--- src/rtl/adt_pkg.sv ---
// Package with the register map, field layout, reset values and timing of the data bank.
package adt_pkg;

	// Avalon-MM geometry: byte address, one 32-bit word per register.
	localparam int ADDR_W = 8;
	localparam int DATA_W = 32;
	localparam int IDX_W  = 6;

	// Register indices; the byte address is four times the index.
	localparam logic [IDX_W-1:0] IDX_AUX_R_LO  = 6'h10;
	localparam logic [IDX_W-1:0] IDX_AUX_R_HI  = 6'h11;
	localparam logic [IDX_W-1:0] IDX_ACC_X_LO  = 6'h12;
	localparam logic [IDX_W-1:0] IDX_ACC_X_HI  = 6'h13;
	localparam logic [IDX_W-1:0] IDX_ACC_Y_LO  = 6'h14;
	localparam logic [IDX_W-1:0] IDX_ACC_Y_HI  = 6'h15;
	localparam logic [IDX_W-1:0] IDX_ACC_Z_LO  = 6'h16;
	localparam logic [IDX_W-1:0] IDX_ACC_Z_HI  = 6'h17;
	localparam logic [IDX_W-1:0] IDX_TIME_B0   = 6'h18;
	localparam logic [IDX_W-1:0] IDX_TIME_B1   = 6'h19;
	localparam logic [IDX_W-1:0] IDX_TIME_B2   = 6'h1a;
	localparam logic [IDX_W-1:0] IDX_EVENT     = 6'h1b;
	localparam logic [IDX_W-1:0] IDX_DRDY_STAT = 6'h30;
	localparam logic [IDX_W-1:0] IDX_INT_STAT  = 6'h31;
	localparam logic [IDX_W-1:0] IDX_INT_CLR   = 6'h32;
	localparam logic [IDX_W-1:0] IDX_INT_EN    = 6'h33;
	localparam logic [IDX_W-1:0] IDX_CMD       = 6'h34;

	// Field positions.
	localparam int SAMPLE_W     = 12;
	localparam int LOW_NIB_POS  = 4;
	localparam int TIME_W       = 24;
	localparam int EV_POR_BIT   = 0;
	localparam int DRDY_ACC_BIT = 0;
	localparam int DRDY_AUX_BIT = 1;
	localparam int CMD_SRST_BIT = 0;
	localparam int INT_W        = 3;
	localparam int INT_POR_BIT  = 0;
	localparam int INT_ACC_BIT  = 1;
	localparam int INT_AUX_BIT  = 2;

	// Values after reset.
	localparam logic [7:0]          EVENT_RST   = 8'h01;
	localparam logic [7:0]          DATA_RST    = 8'h00;
	localparam logic [INT_W-1:0]    INT_EN_RST  = 3'h0;
	localparam logic [INT_W-1:0]    INT_ST_RST  = 3'h1;

	// Sensor-time tick: 39.0625 us, kept in picoseconds so a phase accumulator stays exact.
	localparam longint TICK_PS      = 64'd39062500;
	localparam longint CLK_PS       = 64'd10000;
	localparam int     PHASE_W      = 26;
	localparam logic [PHASE_W-1:0] PHASE_TICK = PHASE_W'(TICK_PS);
	localparam logic [PHASE_W-1:0] PHASE_STEP = PHASE_W'(CLK_PS);
	// Whole clock cycles in one tick, rounded down, for reference by checks.
	localparam int     TICK_CYCLES  = int'(TICK_PS / CLK_PS);

	// Bus handshake states.
	typedef enum logic [0:0] {
		ADT_IDLE = 1'b0,
		ADT_ACK  = 1'b1
	} adt_bus_type;

endpackage : adt_pkg

--- src/rtl/adt_regs.sv ---
// Read-only data, sensor-time and power-event register bank behind an Avalon-MM slave.
//
// The Avalon-MM interface to the registers was left to the implementer.
`timescale 1ns/1ps

// Contract
// - Aux R sample split, low nibble reserved
// - X sample split, low nibble reserved
// - Y sample split, low nibble reserved
// - Z sample split, low nibble reserved
// - Time byte 0, 39.0625 us per count
// - Time byte 1, 10 ms per count
// - Time byte 2, 2.56 s per count
// - Power-on flag set after reset, soft reset
// - Reading event register returns then clears flag
// - Event register resets to 0x01, rest zero
// - Data and time registers read-only, reset zero
// - Reading accel byte clears accel data-ready
// - Reading aux byte clears aux data-ready
module adt_regs (
	// Clock and reset.
	input  wire logic                          clk_sys,
	input  wire logic                          rstn,
	// Avalon-MM slave.
	input  wire logic [adt_pkg::ADDR_W-1:0]    avs_address,
	input  wire logic                          avs_read,
	input  wire logic                          avs_write,
	input  wire logic [adt_pkg::DATA_W-1:0]    avs_writedata,
	output logic      [adt_pkg::DATA_W-1:0]    avs_readdata,
	output logic                               avs_waitrequest,
	// Accelerometer sample input.
	input  wire logic                          acc_valid,
	input  wire logic [adt_pkg::SAMPLE_W-1:0]  acc_x,
	input  wire logic [adt_pkg::SAMPLE_W-1:0]  acc_y,
	input  wire logic [adt_pkg::SAMPLE_W-1:0]  acc_z,
	// Auxiliary R sample input.
	input  wire logic                          aux_valid,
	input  wire logic [adt_pkg::SAMPLE_W-1:0]  aux_r,
	// Status outputs.
	output logic                               irq,
	output logic [adt_pkg::TIME_W-1:0]         sensor_time
);
	import adt_pkg::*;

	// All state of the bank in one record.
	typedef struct packed {
		adt_bus_type          bus;       // Handshake phase.
		logic [DATA_W-1:0]    rdata;     // Registered read data.
		logic [SAMPLE_W-1:0]  aux_r;     // Latched aux R sample.
		logic [SAMPLE_W-1:0]  acc_x;     // Latched X sample.
		logic [SAMPLE_W-1:0]  acc_y;     // Latched Y sample.
		logic [SAMPLE_W-1:0]  acc_z;     // Latched Z sample.
		logic [TIME_W-1:0]    stime;     // Sensor-time counter.
		logic [PHASE_W-1:0]   phase;     // Picosecond phase toward the next tick.
		logic                 por;       // Power-on-detected flag.
		logic                 drdy_acc;  // Accelerometer data ready.
		logic                 drdy_aux;  // Auxiliary data ready.
		logic [INT_W-1:0]     int_stat;  // Sticky interrupt status.
		logic [INT_W-1:0]     int_en;    // Interrupt enables.
	} adt_state_type;

	adt_state_type q;   // Registered state.
	adt_state_type d;   // Next state.

	logic [IDX_W-1:0] idx;        // Register index from the byte address.
	logic             aligned;    // Address is word aligned.
	logic             req;        // A request is on the bus.
	logic             accept;     // The request completes at this edge.
	logic             rd_acc;     // A read completes at this edge.
	logic             wr_acc;     // A write completes at this edge.
	logic             soft_rst;   // Soft reset command completes at this edge.
	logic             tick;       // One sensor-time tick elapses at this edge.
	logic [PHASE_W-1:0] phase_sum; // Phase after this cycle's step.
	logic [INT_W-1:0] int_ev;     // Events seen this cycle.
	logic [INT_W-1:0] int_clr;    // Status bits cleared by software this cycle.

	// Address decode and the handshake: every access takes exactly one wait cycle.
	assign idx             = avs_address[ADDR_W-1:2];
	assign aligned         = (avs_address[1:0] == 2'h0);
	assign req             = avs_read | avs_write;
	assign avs_waitrequest = req & (q.bus != ADT_ACK);
	assign accept          = req & (q.bus == ADT_ACK);
	assign rd_acc          = accept & avs_read;
	assign wr_acc          = accept & avs_write;
	assign soft_rst        = wr_acc & aligned & (idx == IDX_CMD) & avs_writedata[CMD_SRST_BIT];
	assign avs_readdata    = q.rdata;
	assign sensor_time     = q.stime;
	assign irq             = |(q.int_stat & q.int_en);

	// Read multiplexer; reserved bits and unmapped addresses return zero.
	function automatic logic [DATA_W-1:0] read_word(input adt_state_type s,
	                                                input logic [IDX_W-1:0] i);
		logic [DATA_W-1:0] w;
		w = '0;
		case (i)
			IDX_AUX_R_LO:  w[7:0] = {s.aux_r[3:0], 4'h0};
			IDX_AUX_R_HI:  w[7:0] = s.aux_r[11:4];
			IDX_ACC_X_LO:  w[7:0] = {s.acc_x[3:0], 4'h0};
			IDX_ACC_X_HI:  w[7:0] = s.acc_x[11:4];
			IDX_ACC_Y_LO:  w[7:0] = {s.acc_y[3:0], 4'h0};
			IDX_ACC_Y_HI:  w[7:0] = s.acc_y[11:4];
			IDX_ACC_Z_LO:  w[7:0] = {s.acc_z[3:0], 4'h0};
			IDX_ACC_Z_HI:  w[7:0] = s.acc_z[11:4];
			IDX_TIME_B0:   w[7:0] = s.stime[7:0];
			IDX_TIME_B1:   w[7:0] = s.stime[15:8];
			IDX_TIME_B2:   w[7:0] = s.stime[23:16];
			IDX_EVENT:     w[EV_POR_BIT] = s.por;
			IDX_DRDY_STAT: begin
				w[DRDY_ACC_BIT] = s.drdy_acc;
				w[DRDY_AUX_BIT] = s.drdy_aux;
			end
			IDX_INT_STAT:  w[INT_W-1:0] = s.int_stat;
			IDX_INT_EN:    w[INT_W-1:0] = s.int_en;
			default:       w = '0;
		endcase
		return w;
	endfunction

	// Phase accumulator: exact 39.0625 us ticks from the 10 ns clock.
	always_comb begin
		phase_sum = q.phase + PHASE_STEP;
		tick      = (phase_sum >= PHASE_TICK);
	end

	// Next-state logic for the whole bank.
	always_comb begin
		d       = q;
		int_ev  = '0;
		int_clr = '0;

		// Bus phase: acknowledge one cycle after a request appears.
		if (req && (q.bus == ADT_IDLE)) begin
			d.bus = ADT_ACK;
		end else begin
			d.bus = ADT_IDLE;
		end

		// Read data is captured during the wait cycle and stands at the accepting edge.
		if (req && (q.bus == ADT_IDLE) && avs_read) begin
			d.rdata = aligned ? read_word(q, idx) : '0;
		end

		// Sensor time counts every tick and wraps naturally at its width.
		if (tick) begin
			d.phase = phase_sum - PHASE_TICK;
			d.stime = q.stime + TIME_W'(1);
		end else begin
			d.phase = phase_sum;
		end

		// Clear-on-read side effects, applied when the read completes.
		if (rd_acc && aligned) begin
			if (idx == IDX_EVENT) begin
				d.por = 1'b0;
			end
			if ((idx == IDX_AUX_R_LO) || (idx == IDX_AUX_R_HI)) begin
				d.drdy_aux = 1'b0;
			end
			if ((idx >= IDX_ACC_X_LO) && (idx <= IDX_ACC_Z_HI)) begin
				d.drdy_acc = 1'b0;
			end
		end

		// Software writes: enables and write-one-to-clear status.
		if (wr_acc && aligned) begin
			if (idx == IDX_INT_EN) begin
				d.int_en = avs_writedata[INT_W-1:0];
			end
			if (idx == IDX_INT_CLR) begin
				int_clr = avs_writedata[INT_W-1:0];
			end
		end

		// New samples latch and raise data ready; a new sample beats a clearing read.
		if (acc_valid) begin
			d.acc_x    = acc_x;
			d.acc_y    = acc_y;
			d.acc_z    = acc_z;
			d.drdy_acc = 1'b1;
			int_ev[INT_ACC_BIT] = 1'b1;
		end
		if (aux_valid) begin
			d.aux_r    = aux_r;
			d.drdy_aux = 1'b1;
			int_ev[INT_AUX_BIT] = 1'b1;
		end

		// Soft reset returns data and time to zero and raises the power-on flag.
		if (soft_rst) begin
			d.aux_r    = '0;
			d.acc_x    = '0;
			d.acc_y    = '0;
			d.acc_z    = '0;
			d.stime    = '0;
			d.phase    = '0;
			d.drdy_acc = 1'b0;
			d.drdy_aux = 1'b0;
			d.por      = 1'b1;
			int_ev     = '0;
			int_ev[INT_POR_BIT] = 1'b1;
		end

		// Sticky status: a set in the same cycle as its clear wins.
		d.int_stat = (q.int_stat & ~int_clr) | int_ev;
	end

	// State register; power-on state has the event flag raised.
	always_ff @(posedge clk_sys or negedge rstn) begin
		if (!rstn) begin
			q          <= '0;
			q.bus      <= ADT_IDLE;
			q.por      <= EVENT_RST[EV_POR_BIT];
			q.int_stat <= INT_ST_RST;
			q.int_en   <= INT_EN_RST;
		end else begin
			q <= d;
		end
	end
endmodule // adt_regs

--- config.mk ---
export PLATFORM = sky130hd
export DESIGN_NAME = adt_regs
export DESIGN_NICKNAME = d
export VERILOG_FILES = /design/src/rtl/adt_pkg.sv /design/src/rtl/adt_regs.sv
export SDC_FILE = /design/constraint.sdc
export NUM_CORES = 1
export LEC_CHECK = 0
export ABC_AREA = 1
export ABC_CLOCK_PERIOD_IN_PS = 2500
export BUFFER_PORTS_ARGS = -buffer_cell sky130_fd_sc_hd__buf_2
export CORE_MARGIN = 3
export CORE_UTILIZATION = 55
export CTS_BUF_LIST = sky130_fd_sc_hd__clkbuf_8
export CTS_CLUSTER_SIZE = 14
export DETAILED_ROUTE_END_ITERATION = 10
export GPL_TIMING_DRIVEN = 0
export PLACE_DENSITY = 0.84
export RECOVER_POWER = 50
export SETUP_SLACK_MARGIN = 0.4
export SLEW_MARGIN = 20
export SYNTH_ARGS = -nofsm -noshare
export SYNTH_HDL_FRONTEND = slang
export SYNTH_SLANG_ARGS = --single-unit
--- constraint.sdc ---
create_clock -name clk_sys -period 2.5 [get_ports clk_sys]
set_input_delay 0.5 -clock clk_sys [delete_from_list [all_inputs] [get_ports clk_sys]]
set_output_delay 0.5 -clock clk_sys [all_outputs]
set_load 0.02 [all_outputs]
== Word-level counts from Yosys, hierarchy flattened ==
Index checks and enable logic that the tools add are counted.

* Add/sub/neg operators: 3
* Order comparisons: 3
* Equal/unequal tests: 17
* Mux-type cells: 22
* Bitwise logic cells: 13
* Reduce and logical (&&, ||, !) cells: 21

{| class="wikitable"
|+ Operators with widths
! kind !! count
|-
| $mux W101 || 1
|-
| $eq A6 B5 Y1 const B || 12
|-
| $pmux W5 S11 || 1
|-
| $mux W36 || 1
|-
| $eq A6 B6 Y1 const B || 5
|-
| $add A26 B14 Y26 const B || 1
|-
| $ge A26 B26 Y1 const B || 1
|-
| $mux W26 || 1
|-
| $sub A26 B26 Y26 const B || 1
|-
| $add A24 B1 Y24 const B || 1
|-
| $mux W24 || 1
|-
| $mux W12 || 1
|-
| $mux W3 || 4
|-
| $reduce_bool A3 Y1 || 4
|-
| $pmux W1 S11 || 1
|-
| $pmux W1 S10 || 1
|-
| $reduce_bool A2 Y1 || 5
|-
| $pmux W1 S9 || 1
|-
| $mux W1 || 8
|-
| $mux W8 || 1
|-
| $reduce_and A2 Y1 || 4
|-
| $and A1 B1 Y1 || 7
|-
| $and A3 B3 Y3 || 2
|-
| $ge A6 B5 Y1 const B || 1
|-
| 9 further kinds || 13
|}

* Register bits after elaboration: 140
* Input port bits: 94
* Output and inout port bits: 58
* Word-level logic and storage cells: 92

== Logic depth before layout (Yosys ltp) ==
* Depth in word-level cells: 8
* Mapped depth: 19
* Mapped depth without buffers: 18

== Least setup slack after synthesis ==
Ideal clock, no wire load.

* Path kind: register to register
* Start point: register q[13] (netlist bit)
* End point: register q[31] (netlist bit)
* Library setup time: 119 ps
* Arrival: 2169 ps
* Data required time: 2381 ps
* Slack: 211 ps
* Stages on the path, launching flop included: 18
* Path buffers: 2
* Clock period less this slack: 2289 ps
* Path through: dfrtp_1 -> ha_1 -> nand3_2 -> nand3_2 -> nand3_2 -> nand2_1 -> nand3_1 -> nand2_1 -> nand2_1 -> nand2_1 -> a21oi_1 -> nand2_1 -> nand2_2 -> nand2_4 -> buf_8 -> buf_6 -> a21oi_1 -> nor2_1

{| class="wikitable"
|+ RTL lines
! what !! RTL line !! text
|-
| from (decl) || adt_regs.sv:62 || <nowiki>adt_state_type q;</nowiki>
|}

== Final worst setup path ==
* Start point: register q[22] (netlist bit)
* End point: register q (netlist bit sensor_time[0])

* Longest elaborated chain between the ends: 3

{| class="wikitable"
|+ Ends and longest elaborated chain
! what !! RTL line !! text
|-
| $add A26 B14 Y26 || adt_regs.sv:121 || <nowiki>phase_sum = q.phase + PHASE_STEP;</nowiki>
|-
| $ge A26 B26 Y1 || adt_regs.sv:122 || <nowiki>tick = (phase_sum >= PHASE_TICK);</nowiki>
|-
| $reduce_bool A2 Y1 (no line) || n/a ||
|}

No other way between the ends.
A chain may end at the register's enable or synchronous reset.

==> reports/summary.md <==
The minimum clock period was 2580 ps. The switching component of the power is 2.91 mW, and the share of the core filled with cells is 73.4%. The final layout contains 1387 nets. The height of the die works out to 124 um. The HPWL after detailed placement is 17200 um. The power per standard cell area came out at 723 nW/um^2.

Entering global routing, the biggest net connects 73 pins. STA classifies the critical path endpoint as a flip-flop. The run gives 73 as the number of max-slew violations in the final report. The number of antenna diodes in the final layout is 0. The count of non-filler cells in the finished layout is 1476. The detailed router placed 8424 vias in this run. The ratio of cells with drive above 1 in the final layout works out to 29.4%. For this run, asynchronously set or reset flops after synthesis account for 100%. For the worst flop-to-flop path, the logic depth is 19. The synthesized design contains 0 enable-type register cells. Number of unique standard cell types used by synthesis: 47. The internal power of the cells totals 4.20 mW. Setup repair after global routing could not meet its margin everywhere.

The placed instance count is 1388. The first-pass GRT wire length is 37800 um. Startpoint of the most critical register-to-register path: q[22]$_DFF_PN0_. For the clock latency reported for the late side of the worst-skew pair, the log shows 470 ps. The biggest area contributor in the post-synthesis netlist is dfrtp_1.

The final worst setup slack was -83.7 ps. After detailed routing, the total wire length is 25100 um. The tools report the part of the total power dissipated in the clock network as 26.3%. For the worst slew margin relative to its limit, the log shows -19.8%. The checks that failed: capacitance limit, slew limit, setup timing. The arrival time at the worst endpoint was 2970 ps; the initial core utilization was 57.0%.

IR analysis of the VDD net gives a maximum drop of 465 uV. Net switching is 40.9% of the power. In this run the register-to-register setup slack is -80 ps. A synthesized cell averages 7.01 sq um. The detailed router finished its first iteration with 1030 violations. Count of synthesis-stage warnings from yosys: 0. The run gives 0 as the total DRC errors in the routed layout.

Routability-driven placement finished with a final weighted congestion of 0.970. Counting the fill cells in the layout gives 1056. Timing would allow up to 0.387 GHz. For the buffer levels on the longest clock path, the log shows 2.

The clock arrives with 11.6 ps of skew. The mapped netlist covers 7640 sq um. For the initial antenna violation count, the log shows 0.

The cell count after synthesis is 1090, and the slew at the pin with the worst max-slew slack is 1800 ps. The number of vias per cell came out at 5.71. The tree built by TritonCTS fans out to 114 sinks. The worst hold path begins at aux_r[8]. The required time reported for the critical path endpoint was 2890 ps; the area added between synthesis and finish was 28.6%.

TritonCTS built the clock tree. The logs give 4140 sq um for the area of the multi-input gates and 31.9% for the total global-route track usage. The tools report the startpoint kind of the worst setup timing path as a flip-flop.

The number of CTS-inserted buffers came out at 17. For the final hold violation count, the log shows 0. The worst hold path terminates at q[103]$_DFFE_PN0P_. The H-tree generated during clock tree synthesis spans 4 levels. The library cell used most frequently in the layout, excluding fill and tap cells, is nand2_1. The total iterations of the first detailed-routing run came out at 6.

In this run the core area contains 42 standard-cell rows. Per report_power, the sequential group accounts for 32.5% of the total. The leakage power of the design is 5.05 nW.

Yosys attributes the largest share of cell area to dfrtp_1, nand2_1, nand3_1, inv_1, buf_4. The total die area is 15300 sq um. The tools report the combinational share of power as 41.2%. The share of the yosys chip area belonging to registers was 37.4%; the finished layout cell area was 9830 sq um. The setup path with the least slack is of type reg2reg. The run finished, with violations left. The via count of the first global-routing pass is 7652. The library cells used most frequently in the layout, excluding fill and tap cells, are nand2_1, nand3_1, inv_1. The class of the tightest hold or removal check was in2reg. The detail route stage leaves a number of antenna-violating nets equal to 0.

The total grt overflow was 0; the area after detailed placement was 8560 sq um. The primary flip-flop cell chosen by synthesis mapping was dfrtp_1. The total area inside the core boundary comes to 13400 sq um. The depth of the worst hold-timing path was 3.

After layout, the worst path uses 103% of the clock period. The total of buffers placed on input and output ports is 98. In this run the clock root is driven by a clkbuf_8. In this run the count of I/O pins placed on the die edge is 152. Area fraction of the dominant cell type after synthesis: 36.7%.

Terminus of the critical flop-to-flop path: sensor_time[0]$_DFFE_PN0P_. After clock tree synthesis, the flow added hold-fix buffers numbering 0. The final setup violation count was 29.

The max capacitance violation total is 1, and the clock transition at the registers of the reported paths is 70 ps. The die is 124 um wide. The combined flip-flop and latch cell area came out at 2870 sq um. The synthesized design contains 114 register bits. The final routed wire length divided by cell count works out to 17.0 um. Of all nets on the critical path, the largest fanout is 7.
[registers in the layout, summed over array words and instances (netlist names)]
name and cells:
sensor_time 24, q 82, avs_readdata 8
[metal layers]
layer  track usage, %  wire [um]
met5                0          0
met4             13.5        936
met3             7.63       2290
met2             49.8      11800
met1             42.7      10100
[cells by family after synthesis]
family	after synthesis	synth area share, %
and+or+nand+nor	573	33.7
buffers and inverters	233	14.8
AOI/OAI and AO/OA	149	11.1
DFF	114	37.4
xor gates and xnor gates	13	1.83
adders and majority gates	6	0.982
other	1	0.0491
muxes	1	0.147
[worst max path at each step]
stage | endpoint | startpoint | cells past startpoint
3_3_place_gp | q[13]$_DFF_PN0_ | rstn | 1
4_1_cts | sensor_time[3]$_DFFE_PN0P_ | q[13]$_DFF_PN0_ | 17
5_1_grt | sensor_time[14]$_DFFE_PN0P_ | q[14]$_DFF_PN0_ | 16
6_report | sensor_time[0]$_DFFE_PN0P_ | q[22]$_DFF_PN0_ | 19
3_5_place_dp | q[82]$_DFFE_PN0P_ | avs_address[1] | 10
2_1_floorplan | q[27]$_DFF_PN0_ | q[14]$_DFF_PN0_ | 18
[power by group through the flow]
stage	Sequential [mW]	Combinational [mW]	Clock (mW)
6_report	2.31	2.93	1.87
5_1_grt	2.34	3.20	1.97
4_1_cts	2.28	2.48	1.87
3_3_place_gp	2.29	2.02	0
3_5_place_dp	2.30	2.08	0
2_1_floorplan	2.25	1.62	0
[what timing repair did]
item                                    CTS  global route
pin swaps                                25            35
buffers inserted                         28            24
resized for setup                        43            79
endpoints found under the setup margin   82            99
cloned                                    2             2
[Yosys cell counts (2+ instances only)]
cell type	number
buf_6	3
buf_2	4
ha_1	6
nor3_1	19
a221oi_1	2
dfrtp_1	112
nor2_2	4
xor2_1	11
nand3_1	148
or2_2	2
dfstp_2	2
buf_1	3
nor2_1	96
inv_2	6
nand2_2	9
nand3_2	5
o211ai_1	2
o21ai_1	2
a21oi_1	37
buf_4	59
o2111ai_1	3
o221ai_1	4
nand3b_1	12
o311ai_0	2
nor4_1	6
o22ai_1	21
inv_1	137
nor2_4	3
clkbuf_1	19
o21ai_0	69
nand2_1	247
nand4_1	20
[critical path, cell delays in order (launching register included)]
cell and delay (ps):
dfrtp_2 460, inv_4 100, nand2_1 90, nor2_2 160, nand2_1 110, nor2_1 160, nor2_1 70, nand3_1 140
nand2_4 110, nand2_2 90, nor2_2 60, nand2_4 70, nand2_2 50, nand2_2 100, nand2_4 90, buf_6 130
nor2_4 230, buf_6 170, nand2_1 50, o21ai_1 80
[area by class of cell]
| cell class | count | share of cell area [%] |
|---|---|---|
| Clock buffer | 19 | 2.66 |
| Buffer | 89 | 6.55 |
| Inverter | 144 | 5.52 |
| Timing Repair Buffer | 155 | 10.2 |
| Tap cell | 176 | 2.24 |
| Multi-Input combinational cell | 766 | 42.1 |
| Clock inverter | 13 | 1.62 |
| Sequential cell | 114 | 29.2 |
[per-stage QoR]
step	total power [mW]	worst slack [ps]	hold WS, ps	setup TNS [ps]
global placement	4.32	-679	467	-63160
floorplan	3.87	342	204	0
detailed placement	4.38	-485	478	-14430
CTS	6.63	46.8	69.7	0
global route	7.51	-212	259	-7500
finish	7.11	-83.7	264	-1420
No activity file was read; power rests on OpenSTA's default activity.
